<file path="config.mk">
export PLATFORM = sky130hd
export DESIGN_NAME = soi_safety_output_interlock
export DESIGN_NICKNAME = d
export VERILOG_FILES = /design/src/soi_pkg.sv /design/src/soi_safety_output_interlock.sv
export SDC_FILE = /design/constraint.sdc
export NUM_CORES = 1
export LEC_CHECK = 0
export ABC_AREA = 1
export BUFFER_PORTS_ARGS = -buffer_cell sky130_fd_sc_hd__buf_2
export CORE_UTILIZATION = 49
export CTS_CLUSTER_SIZE = 12
export DETAILED_ROUTE_END_ITERATION = 10
export PLACE_DENSITY_LB_ADDON = 0.05
export SLEW_MARGIN = 20
export SYNTH_ARGS = -nofsm -noshare
export SYNTH_HDL_FRONTEND = slang
export SYNTH_SLANG_ARGS = --single-unit
</file>
<file path="constraint.sdc">
create_clock -name mclk -period 1.6 [get_ports mclk]
set_input_delay 0.16 -clock mclk [delete_from_list [all_inputs] [get_ports mclk]]
set_output_delay 0.16 -clock mclk [all_outputs]
set_load 0.02 [all_outputs]
</file>
<file path="src/soi_pkg.sv">
// Constants, types and register layout of the safety output interlock
package soi_pkg;
    // ==========================================
    // Register map
    localparam logic [7:0] OFF_CONFIG = 8'h00;
    localparam logic [7:0] OFF_STATUS = 8'h04;
    localparam logic [7:0] OFF_COMMAND = 8'h08;
    localparam int CMD_CLEAR_BIT = 0;
    localparam int STS_ON_BIT = 0;
    localparam int STS_REQ_BIT = 1;
    localparam int STS_BLOCK_BIT = 2;
    localparam int STS_LOCK_BIT = 3;
    localparam int STS_BYPASS_BIT = 4;
    localparam int STS_ERR_LSB = 8;
    localparam logic [7:0] CFG_RESET = 8'h00;
    // ==========================================
    // Error codes
    localparam logic [7:0] ERR_NONE = 8'h00;
    localparam logic [7:0] ERR_EDM_CONFIG = 8'h22;
    localparam logic [7:0] ERR_CHANNEL = 8'h2C;
    localparam logic [7:0] ERR_EDM_TIMEOUT = 8'h30;
    // ==========================================
    // Timing
    localparam int unsigned CLK_HZ = 125_000_000;
    localparam int unsigned EDM_WAIT_MS = 300;
    localparam int unsigned BLINK_HZ = 1;
    localparam int unsigned EDM_WAIT_CYC = CLK_HZ / 1000 * EDM_WAIT_MS;
    localparam int unsigned BLINK_HALF_CYC = CLK_HZ / (2 * BLINK_HZ);
    localparam int CNT_W = 26;
    // ==========================================
    // Types
    typedef enum logic [1:0] {ST_WAIT_RESET, ST_EDM_CHECK, ST_RUN, ST_LOCKOUT} soi_state_e;
    typedef struct packed {
        logic teach_single;
        logic sender_test_en;
        logic aux_en;
        logic complement;
        logic bypass_en;
        logic estop_en;
        logic edm_en;
        logic interlock_off;
    } soi_cfg_s;
endpackage : soi_pkg

</file>
<file path="src/soi_safety_output_interlock.sv">
// Safety output interlock with contactor monitoring and APB registers
//
// The placing of the registers and register access over APB were decided locally.
`timescale 1ns/100ps
module soi_safety_output_interlock #(
    parameter int unsigned EDM_WAIT_CYC = soi_pkg::EDM_WAIT_CYC,
    parameter int unsigned BLINK_HALF_CYC = soi_pkg::BLINK_HALF_CYC
) (
    // Clock and reset
    input wire logic mclk,
    input wire logic rst_n,
    // APB slave
    input wire logic psel,
    input wire logic penable,
    input wire logic pwrite,
    input wire logic [7:0] paddr,
    input wire logic [31:0] pwdata,
    output logic [31:0] prdata,
    output logic pready,
    output logic pslverr,
    // Field and operator inputs
    input wire logic field_clear,
    input wire logic estop_ch1,
    input wire logic estop_ch2,
    input wire logic reset_button,
    input wire logic contactor_feedback_monitor,
    input wire logic sender_test_in,
    input wire logic aux_source,
    // Machine side outputs
    output logic safety_switch_output1,
    output logic safety_switch_output2,
    output logic reset_required_out,
    output logic auxiliary_signal_output,
    output logic estop_test_out1,
    output logic estop_test_out2,
    output logic sender_test_run,
    output logic teach_pulse,
    output logic bypass_active
);
    // ==========================================
    // Channel decoding
    function automatic logic chan_closed(input logic c1, input logic c2, input logic comp);
        chan_closed = c1 & (comp ? ~c2 : c2);
    endfunction : chan_closed

    soi_pkg::soi_cfg_s cfg;
    soi_pkg::soi_state_e state;
    soi_pkg::soi_state_e next_state;
    logic [7:0] err_code;
    logic [7:0] next_err;
    logic [soi_pkg::CNT_W-1:0] edm_cnt;
    logic [soi_pkg::CNT_W-1:0] blink_cnt;
    logic reset_prev;
    logic [31:0] status_word;

    wire bypass_sel = cfg.bypass_en & ~cfg.estop_en;
    wire chan_used = cfg.estop_en | bypass_sel;
    wire chan_equal = estop_ch1 == estop_ch2;
    wire ch_mismatch = chan_used & (cfg.complement ? chan_equal : ~chan_equal);
    wire estop_open = cfg.estop_en & ~chan_closed(estop_ch1, estop_ch2, cfg.complement);
    wire bypass_req = bypass_sel & chan_closed(estop_ch1, estop_ch2, cfg.complement);
    wire release_ok = (field_clear | bypass_req) & ~estop_open;
    wire edm_cfg_fault = ~cfg.edm_en & contactor_feedback_monitor;
    wire edm_block = cfg.edm_en & ~contactor_feedback_monitor;
    wire press = reset_button & ~reset_prev;
    wire accept = press & release_ok & ~edm_block;
    wire auto_ok = release_ok & ~edm_block;
    wire start = cfg.interlock_off ? auto_ok : accept;
    wire lock_cause = edm_cfg_fault | ch_mismatch;
    wire edm_done = edm_cnt == soi_pkg::CNT_W'(EDM_WAIT_CYC - 1);
    wire blink_done = blink_cnt == soi_pkg::CNT_W'(BLINK_HALF_CYC - 1);
    wire waiting = state == soi_pkg::ST_WAIT_RESET;
    wire next_on = next_state == soi_pkg::ST_EDM_CHECK || next_state == soi_pkg::ST_RUN;

    // ==========================================
    // APB decode
    wire sel_cfg = paddr == soi_pkg::OFF_CONFIG;
    wire sel_sts = paddr == soi_pkg::OFF_STATUS;
    wire sel_cmd = paddr == soi_pkg::OFF_COMMAND;
    wire addr_hit = sel_cfg | sel_sts | sel_cmd;
    wire next_pready = psel & penable & ~pready;
    wire done_xfer = psel & penable & pready;
    wire wr_cfg = done_xfer & pwrite & sel_cfg;
    wire clear_cmd = done_xfer & pwrite & sel_cmd & pwdata[soi_pkg::CMD_CLEAR_BIT];
    wire [31:0] rd_mux = sel_cfg ? {24'h000000, cfg} : (sel_sts ? status_word : 32'h00000000);

    always_comb begin
        status_word = 32'h00000000;
        status_word[soi_pkg::STS_ON_BIT] = safety_switch_output1;
        status_word[soi_pkg::STS_REQ_BIT] = waiting;
        status_word[soi_pkg::STS_BLOCK_BIT] = edm_block;
        status_word[soi_pkg::STS_LOCK_BIT] = state == soi_pkg::ST_LOCKOUT;
        status_word[soi_pkg::STS_BYPASS_BIT] = bypass_req;
        status_word[soi_pkg::STS_ERR_LSB +: 8] = err_code;
    end

    always_ff @(posedge mclk) begin
        if (!rst_n) begin
            pready <= 1'b0;
            pslverr <= 1'b0;
            prdata <= 32'h00000000;
        end else begin
            pready <= next_pready;
            pslverr <= next_pready & ~addr_hit;
            prdata <= (next_pready & ~pwrite) ? rd_mux : 32'h00000000;
        end
    end

    always_ff @(posedge mclk) begin
        if (!rst_n) begin
            cfg <= soi_pkg::CFG_RESET;
        end else if (wr_cfg) begin
            cfg <= pwdata[7:0];
        end
    end

    // ==========================================
    // Interlock sequencer
    always_comb begin
        next_state = state;
        next_err = err_code;
        if (clear_cmd) begin
            next_err = soi_pkg::ERR_NONE;
        end
        unique case (state)
            soi_pkg::ST_LOCKOUT: begin
                if (clear_cmd) begin
                    next_state = soi_pkg::ST_WAIT_RESET;
                end
            end
            soi_pkg::ST_WAIT_RESET: begin
                if (start) begin
                    next_state = cfg.edm_en ? soi_pkg::ST_EDM_CHECK : soi_pkg::ST_RUN;
                end
            end
            soi_pkg::ST_EDM_CHECK: begin
                if (!release_ok) begin
                    next_state = soi_pkg::ST_WAIT_RESET;
                end else if (!contactor_feedback_monitor) begin
                    next_state = soi_pkg::ST_RUN;
                end else if (edm_done) begin
                    next_state = soi_pkg::ST_WAIT_RESET;
                    next_err = soi_pkg::ERR_EDM_TIMEOUT;
                end
            end
            soi_pkg::ST_RUN: begin
                if (!release_ok) begin
                    next_state = soi_pkg::ST_WAIT_RESET;
                end
            end
        endcase
        if (lock_cause) begin
            next_state = soi_pkg::ST_LOCKOUT;
            next_err = edm_cfg_fault ? soi_pkg::ERR_EDM_CONFIG : soi_pkg::ERR_CHANNEL;
        end
    end

    always_ff @(posedge mclk) begin
        if (!rst_n) begin
            state <= soi_pkg::ST_WAIT_RESET;
            err_code <= soi_pkg::ERR_NONE;
            reset_prev <= 1'b0;
        end else begin
            state <= next_state;
            err_code <= next_err;
            reset_prev <= reset_button;
        end
    end

    always_ff @(posedge mclk) begin
        if (!rst_n || state != soi_pkg::ST_EDM_CHECK) begin
            edm_cnt <= '0;
        end else begin
            edm_cnt <= edm_cnt + 1'b1;
        end
    end

    // ==========================================
    // Output drivers
    always_ff @(posedge mclk) begin
        if (!rst_n || !waiting || cfg.interlock_off || blink_done) begin
            blink_cnt <= '0;
        end else begin
            blink_cnt <= blink_cnt + 1'b1;
        end
    end

    always_ff @(posedge mclk) begin
        if (!rst_n) begin
            safety_switch_output1 <= 1'b0;
            safety_switch_output2 <= 1'b0;
            reset_required_out <= 1'b0;
            auxiliary_signal_output <= 1'b0;
            estop_test_out1 <= 1'b0;
            estop_test_out2 <= 1'b0;
            sender_test_run <= 1'b0;
            teach_pulse <= 1'b0;
            bypass_active <= 1'b0;
        end else begin
            safety_switch_output1 <= next_on;
            safety_switch_output2 <= next_on;
            if (!waiting || cfg.interlock_off) begin
                reset_required_out <= 1'b0;
            end else if (blink_done) begin
                reset_required_out <= ~reset_required_out;
            end
            auxiliary_signal_output <= cfg.aux_en & aux_source;
            estop_test_out1 <= chan_used;
            estop_test_out2 <= chan_used;
            sender_test_run <= cfg.sender_test_en & ~sender_test_in;
            teach_pulse <= cfg.teach_single & press;
            bypass_active <= bypass_req;
        end
    end
endmodule : soi_safety_output_interlock
</file>
# After elaboration in Yosys (flattened, before gate mapping)
# Index checks and enable logic that the tools add are counted.
# totals
reg_bits	112
inputBits	52
out_inout_bits	43
word_cells	119
# op_classes
addsub	2
n_eq_ne	11
n_mux	21
bitwise	46
n_reduce_logical	14
# ops
cell	count
8-bit two-way mux	7
26-bit by 1-bit adder with 26-bit output (second input constant)	2
26-bit equality test (second input constant)	2
1-bit bitwise AND	24
1-bit NOT	17
2-bit two-way mux	8
8-bit by 3-bit equality test with 1-bit output (second input constant)	1
8-bit by 4-bit equality test with 1-bit output (second input constant)	1
8-bit zero test	1
2-bit one-hot mux with 4 select lines	1
2-bit equality test (second input constant)	3
1-bit logical OR	6
5-bit two-way mux	1
1-bit OR	5
2-bit by 1-bit equality test with 1-bit output (second input constant)	2
4-bit two-way mux	1
4-bit OR reduction	1
1-bit two-way mux	3
3-bit OR reduction	1
1-bit zero test	2
2-bit zero test	1
2-bit by 1-bit != test with 1-bit output (second input constant)	1
2-bit AND reduction	1
2-bit OR reduction	1
1-bit equality test	1

# Logic depth before layout (Yosys ltp)
# logic_depth
word_depth	15
depth_mapped	12

# Worst setup path before layout
# OpenSTA, ideal clock, no wires.
# synth_timing
path_type	register to register
start	register blink_cnt[0] (netlist bit)
end	register blink_cnt[11] (netlist bit)
setup_time_ps	128
arrival_time_ps	1413
t_required_ps	1472
slack_ps	59
stages_incl_launch_ff	8
n_path_buf	1
cell_sequence	dfxtp_1 -> ha_1 -> nand3_2 -> inv_1 -> nand4_1 -> o21ai_4 -> buf_6 -> nor3_2
# synth_via
elab_chain_cells	2
# synth_rtl
element	line_no	rtl
start, declared	soi_safety_output_interlock.sv:52	logic [soi_pkg::CNT_W-1:0] blink_cnt;
start signal, assigned	soi_safety_output_interlock.sv:184	blink_cnt <= blink_cnt + 1'b1;
parallel branches: the longest is 2 deep, another holds 26-bit by 1-bit adder with 26-bit output	--	
# Parallel ways; which one is timed is not known.
# A chain may end at the register's enable or synchronous reset.

# Final worst setup path
# layout_timing
start	register blink_cnt[0] (netlist bit)
end	register blink_cnt[14] (netlist bit)
# Same word-level chain as after synthesis.

==> summary by stage <==
Synthesis
The proportion of synthesized chip area in sequential cells is 0.419. The netlist area before placement is 4580 um^2. The count of cell types in the netlist is 40. Counting flops and latches in the post-synthesis netlist gives 96. The number of instances in the synthesized netlist is 639. The warning count from the yosys run is 0. The average instance in the mapped netlist occupies 7.17 um^2.

Power and ir drop
Power spread over the standard cell area amounts to 757 nW/um^2. VDD sags by at most 0.000504 V. For this design the static power due to leakage is 2.33 nW.

Setup path
The data required time of the worst path is 1.87 ns. The worst setup path category is reg2reg. The data arrival at the endpoint of the critical path is 1.84 ns. The slowest cell on the critical path is sky130_fd_sc_hd__dfxtp_2.

The reg-to-reg startpoint is blink_cnt[0]$_SDFF_PP0_. The depth of the worst register-to-register path is 7. The slack of the worst reg-to-reg path is 0.03 ns. The sort of element at the end of the critical path is a flop.

For this run, the slowest stage of the critical path takes 0.37 ns. The endpoint identified for the worst register-to-register timing path is blink_cnt[14]$_SDFF_PP0_. The highest fanout seen on the critical path is 7. Walking the worst path, the cells encountered are ha_4 -> nand3_4 -> inv_2 -> nand4_1 -> o21ai_4 -> clkbuf_16 -> nor3b_1. The element type at the critical path start is a flop.

Drt
The number of vias after detailed routing is 4,236. The final routed DRC violation total is 0. The per-cell routed wire length is 12.4 um. The detailed-route wire length is 10,500 um. The detail route stage leaves a number of antenna-violating nets equal to 0. The routed via count divided by cell count is 5.00. In this run, the number of DRC markers left after iteration 0 of detailed routing was 116. The length of the first detailed-routing pass in iterations is 4.

Final layout
In the layout the commonest cells are 116 x sky130_fd_sc_hd__nand2_1, 92 x sky130_fd_sc_hd__inv_1, 84 x sky130_fd_sc_hd__dfxtp_1. The number of antenna repair diodes is 0. The final standard cell area without fillers is 5640 um^2.

The area added between synthesis and finish is 23.1%. Of the cells placed in the final design, the portion with a size suffix greater than 1 is 0.250. Leaving out fill and tap cells, the most frequent cell in the layout is sky130_fd_sc_hd__nand2_1. The layout net count is 789. The layout filler cell count is 828.

Flow run
The max capacitance violation total is 0.

Global route
The number of antenna violations at the first check in global routing was 0. The first global-routing pass estimated 17,300 um of wire. The leftover overflow at the end of global routing is 0. Entering global routing, the biggest net connects 27 pins. Across every metal layer, demand over resource in global routing totals 0.219. The via count of the first global-routing pass came to 4,002.

Clock network
The clock tree from TritonCTS is built. The CTS buffer count is 9. The post-CTS clock slew at the launch and capture registers of the worst setup and hold paths is 0.11 ns. At the later pin of the worst-skew pair, clock insertion delay measures 0.37 ns. The clock net in this run drives a total of 96 sinks.

Clock tree synthesis selected as its root buffer the cell sky130_fd_sc_hd__clkbuf_8. CTS built an H-tree with a depth of 3. The clock passes through at most 2 buffers.

Timing
The count of pins over their slew limit was 0. The minimum clock period after layout is 1.57 ns. The final worst clock skew is 0.0152 ns.

The maximum clock frequency is 639 MHz. The share of the clock period used by the worst path after layout is 0.979. Setup repair after global routing could not meet its margin everywhere. After routing, the total negative slack on setup checks comes to 0 ns. The final number of hold-violating endpoints is 0. Setup violations remaining at the end of the flow were counted as 0.

Floorplanning
The effective utilization at floorplan is 0.516. The die covers 9750 um^2. The floorplan die height is 98.7 um. The floorplan step set the die width to 98.7 um.

After floorplanning, the core was sized to cover 8890 um^2. In this run the count of I/O pins placed on the die edge is 95. In this run the core area contains 34 standard-cell rows.

Placement
The wire-length estimate of the detail-placed layout is 7620 um. After detailed placement, the total cell area comes to 5100 um^2. The final RePlAce weighted congestion is 0.864.

The count of buffers added on input and output ports is 54.

Min path
The launch instance of the worst min-delay path is pwdata[1]. The worst min-delay path endpoint is cfg[1]$_SDFFE_PN0P_. The path class of the lowest-slack min-delay path is in2reg. The worst hold path was traced through 3 stages.

Outcome
The run finished with clean final reports.
[metal layers]
| metal | track usage | wire length [um] |
|---|---|---|
| met1 | 0.279 | 5000 |
| met2 | 0.373 | 5090 |
| met3 | 0.0333 | 272 |
| met4 | 0.0850 | 126 |
| met5 | 0 | 0 |
[worst max-delay path: cells and delay by family, from the launching register on]
| family | cells | cell delay [ns] |
|---|---|---|
| and+or+nand+nor | 3 | 0.36 |
| AOI/OAI and AO/OA | 1 | 0.30 |
| adders and majority gates | 1 | 0.15 |
| DFF | 1 | 0.37 |
| buffers and inverters | 2 | 0.28 |
[sequential cells by signal, indices dropped and copies added, names as in the netlist, 2 cells and up]
| name | flops |
|---|---|
| blink_cnt | 26 |
| edm_cnt | 26 |
| prdata | 16 |
| cfg | 8 |
| err_code | 8 |
| state | 2 |
[what timing repair did]
action                                  CTS  global route
endpoints found under the hold margin     3             0
gates cloned                              0             2
hold buffers                              3             0
pin swaps                                 2             9
endpoints found under the setup margin    3            43
setup buffers                             2             4
gates resized for setup                   6            59
[worst max-delay path by stage]
stage                     slack (ns)                               end                    start  cells past startpoint
after floorplan                 0.06          blink_cnt[11]$_SDFF_PP0_  blink_cnt[0]$_SDFF_PP0_                      7
after global placement         0.005            edm_cnt[24]$_SDFF_PP0_    edm_cnt[0]$_SDFF_PP0_                     10
after detailed placement       -0.08            edm_cnt[24]$_SDFF_PP0_    edm_cnt[1]$_SDFF_PP0_                     10
after CTS                      0.005  safety_switch_output2$_SDFF_PN0_    edm_cnt[1]$_SDFF_PP0_                     12
after global routing           -0.03            edm_cnt[17]$_SDFF_PP0_    edm_cnt[2]$_SDFF_PP0_                      8
final                           0.03          blink_cnt[14]$_SDFF_PP0_  blink_cnt[0]$_SDFF_PP0_                      7
[Yosys cell counts (all sizes together)]
cell	number	area share
xnor2	3	0.0057
a31oi	5	0.0068
o22ai	2	0.0027
nor2	104	0.096
dfxtp	96	0.42
or2	6	0.0082
a21oi	38	0.041
nand3	38	0.046
o21ai	24	0.029
nand2	127	0.11
nand4	15	0.020
nand3b	4	0.0066
nor4	8	0.017
inv	95	0.078
conb	1	0.00082
clkinv	1	0.0011
nor3	29	0.038
o21a	2	0.0033
nor3b	7	0.014
clkbuf	1	0.00082
buf	24	0.038
xor2	7	0.013
ha	2	0.0055
[metrics by stage]
step | setup slack (ns) | hold WS (ns) | utilization | instances | power (mW)
floorplan | 0.0591 | 0.239 | - | 654 | 2.65
global placement | 0.00467 | 0.328 | 0.574 | 821 | 2.70
finish | 0.0343 | 0.0475 | 0.635 | 848 | 4.27
CTS | 0.00459 | 0.0428 | 0.602 | 842 | 4.28
detailed placement | -0.0752 | 0.326 | 0.574 | 821 | 2.71
global route | -0.0310 | 0.0418 | 0.635 | 848 | 4.44
[cells by family (layout without fill, tap and decap cells)]
kind of cell,after synthesis,after routing,synth area share
AND/OR/NAND/NOR,338,338,0.354
XOR/XNOR,10,10,0.0191
flip-flops,96,96,0.419
buffers and inverters,121,207,0.118
adder cells (fa/ha/maj),2,2,0.00546
AO/OA/AOI/OAI,71,71,0.0830
other,1,16,0.000818
[area by class of cell]
| class | count | area, um^2 | share of cell area |
|---|---|---|---|
| clock buffers | 9 | 124 | 0.0220 |
| clock inverters | 7 | 72.6 | 0.0129 |
| inverters | 96 | 364 | 0.0645 |
| multi-input cells | 437 | 2390 | 0.424 |
| flip-flops and latches | 96 | 1940 | 0.343 |
| well taps | 108 | 135 | 0.0240 |
| repair buffers | 95 | 619 | 0.110 |
[report_power, final]
group	total, mW	internal, mW	switching (mW)
logic	0.275	0.102	0.173
registers	2.42	2.41	0.0146
clock network	1.57	0.610	0.963
total	4.27	3.12	1.15
Note: power is estimated with default switching activity, not from simulation.
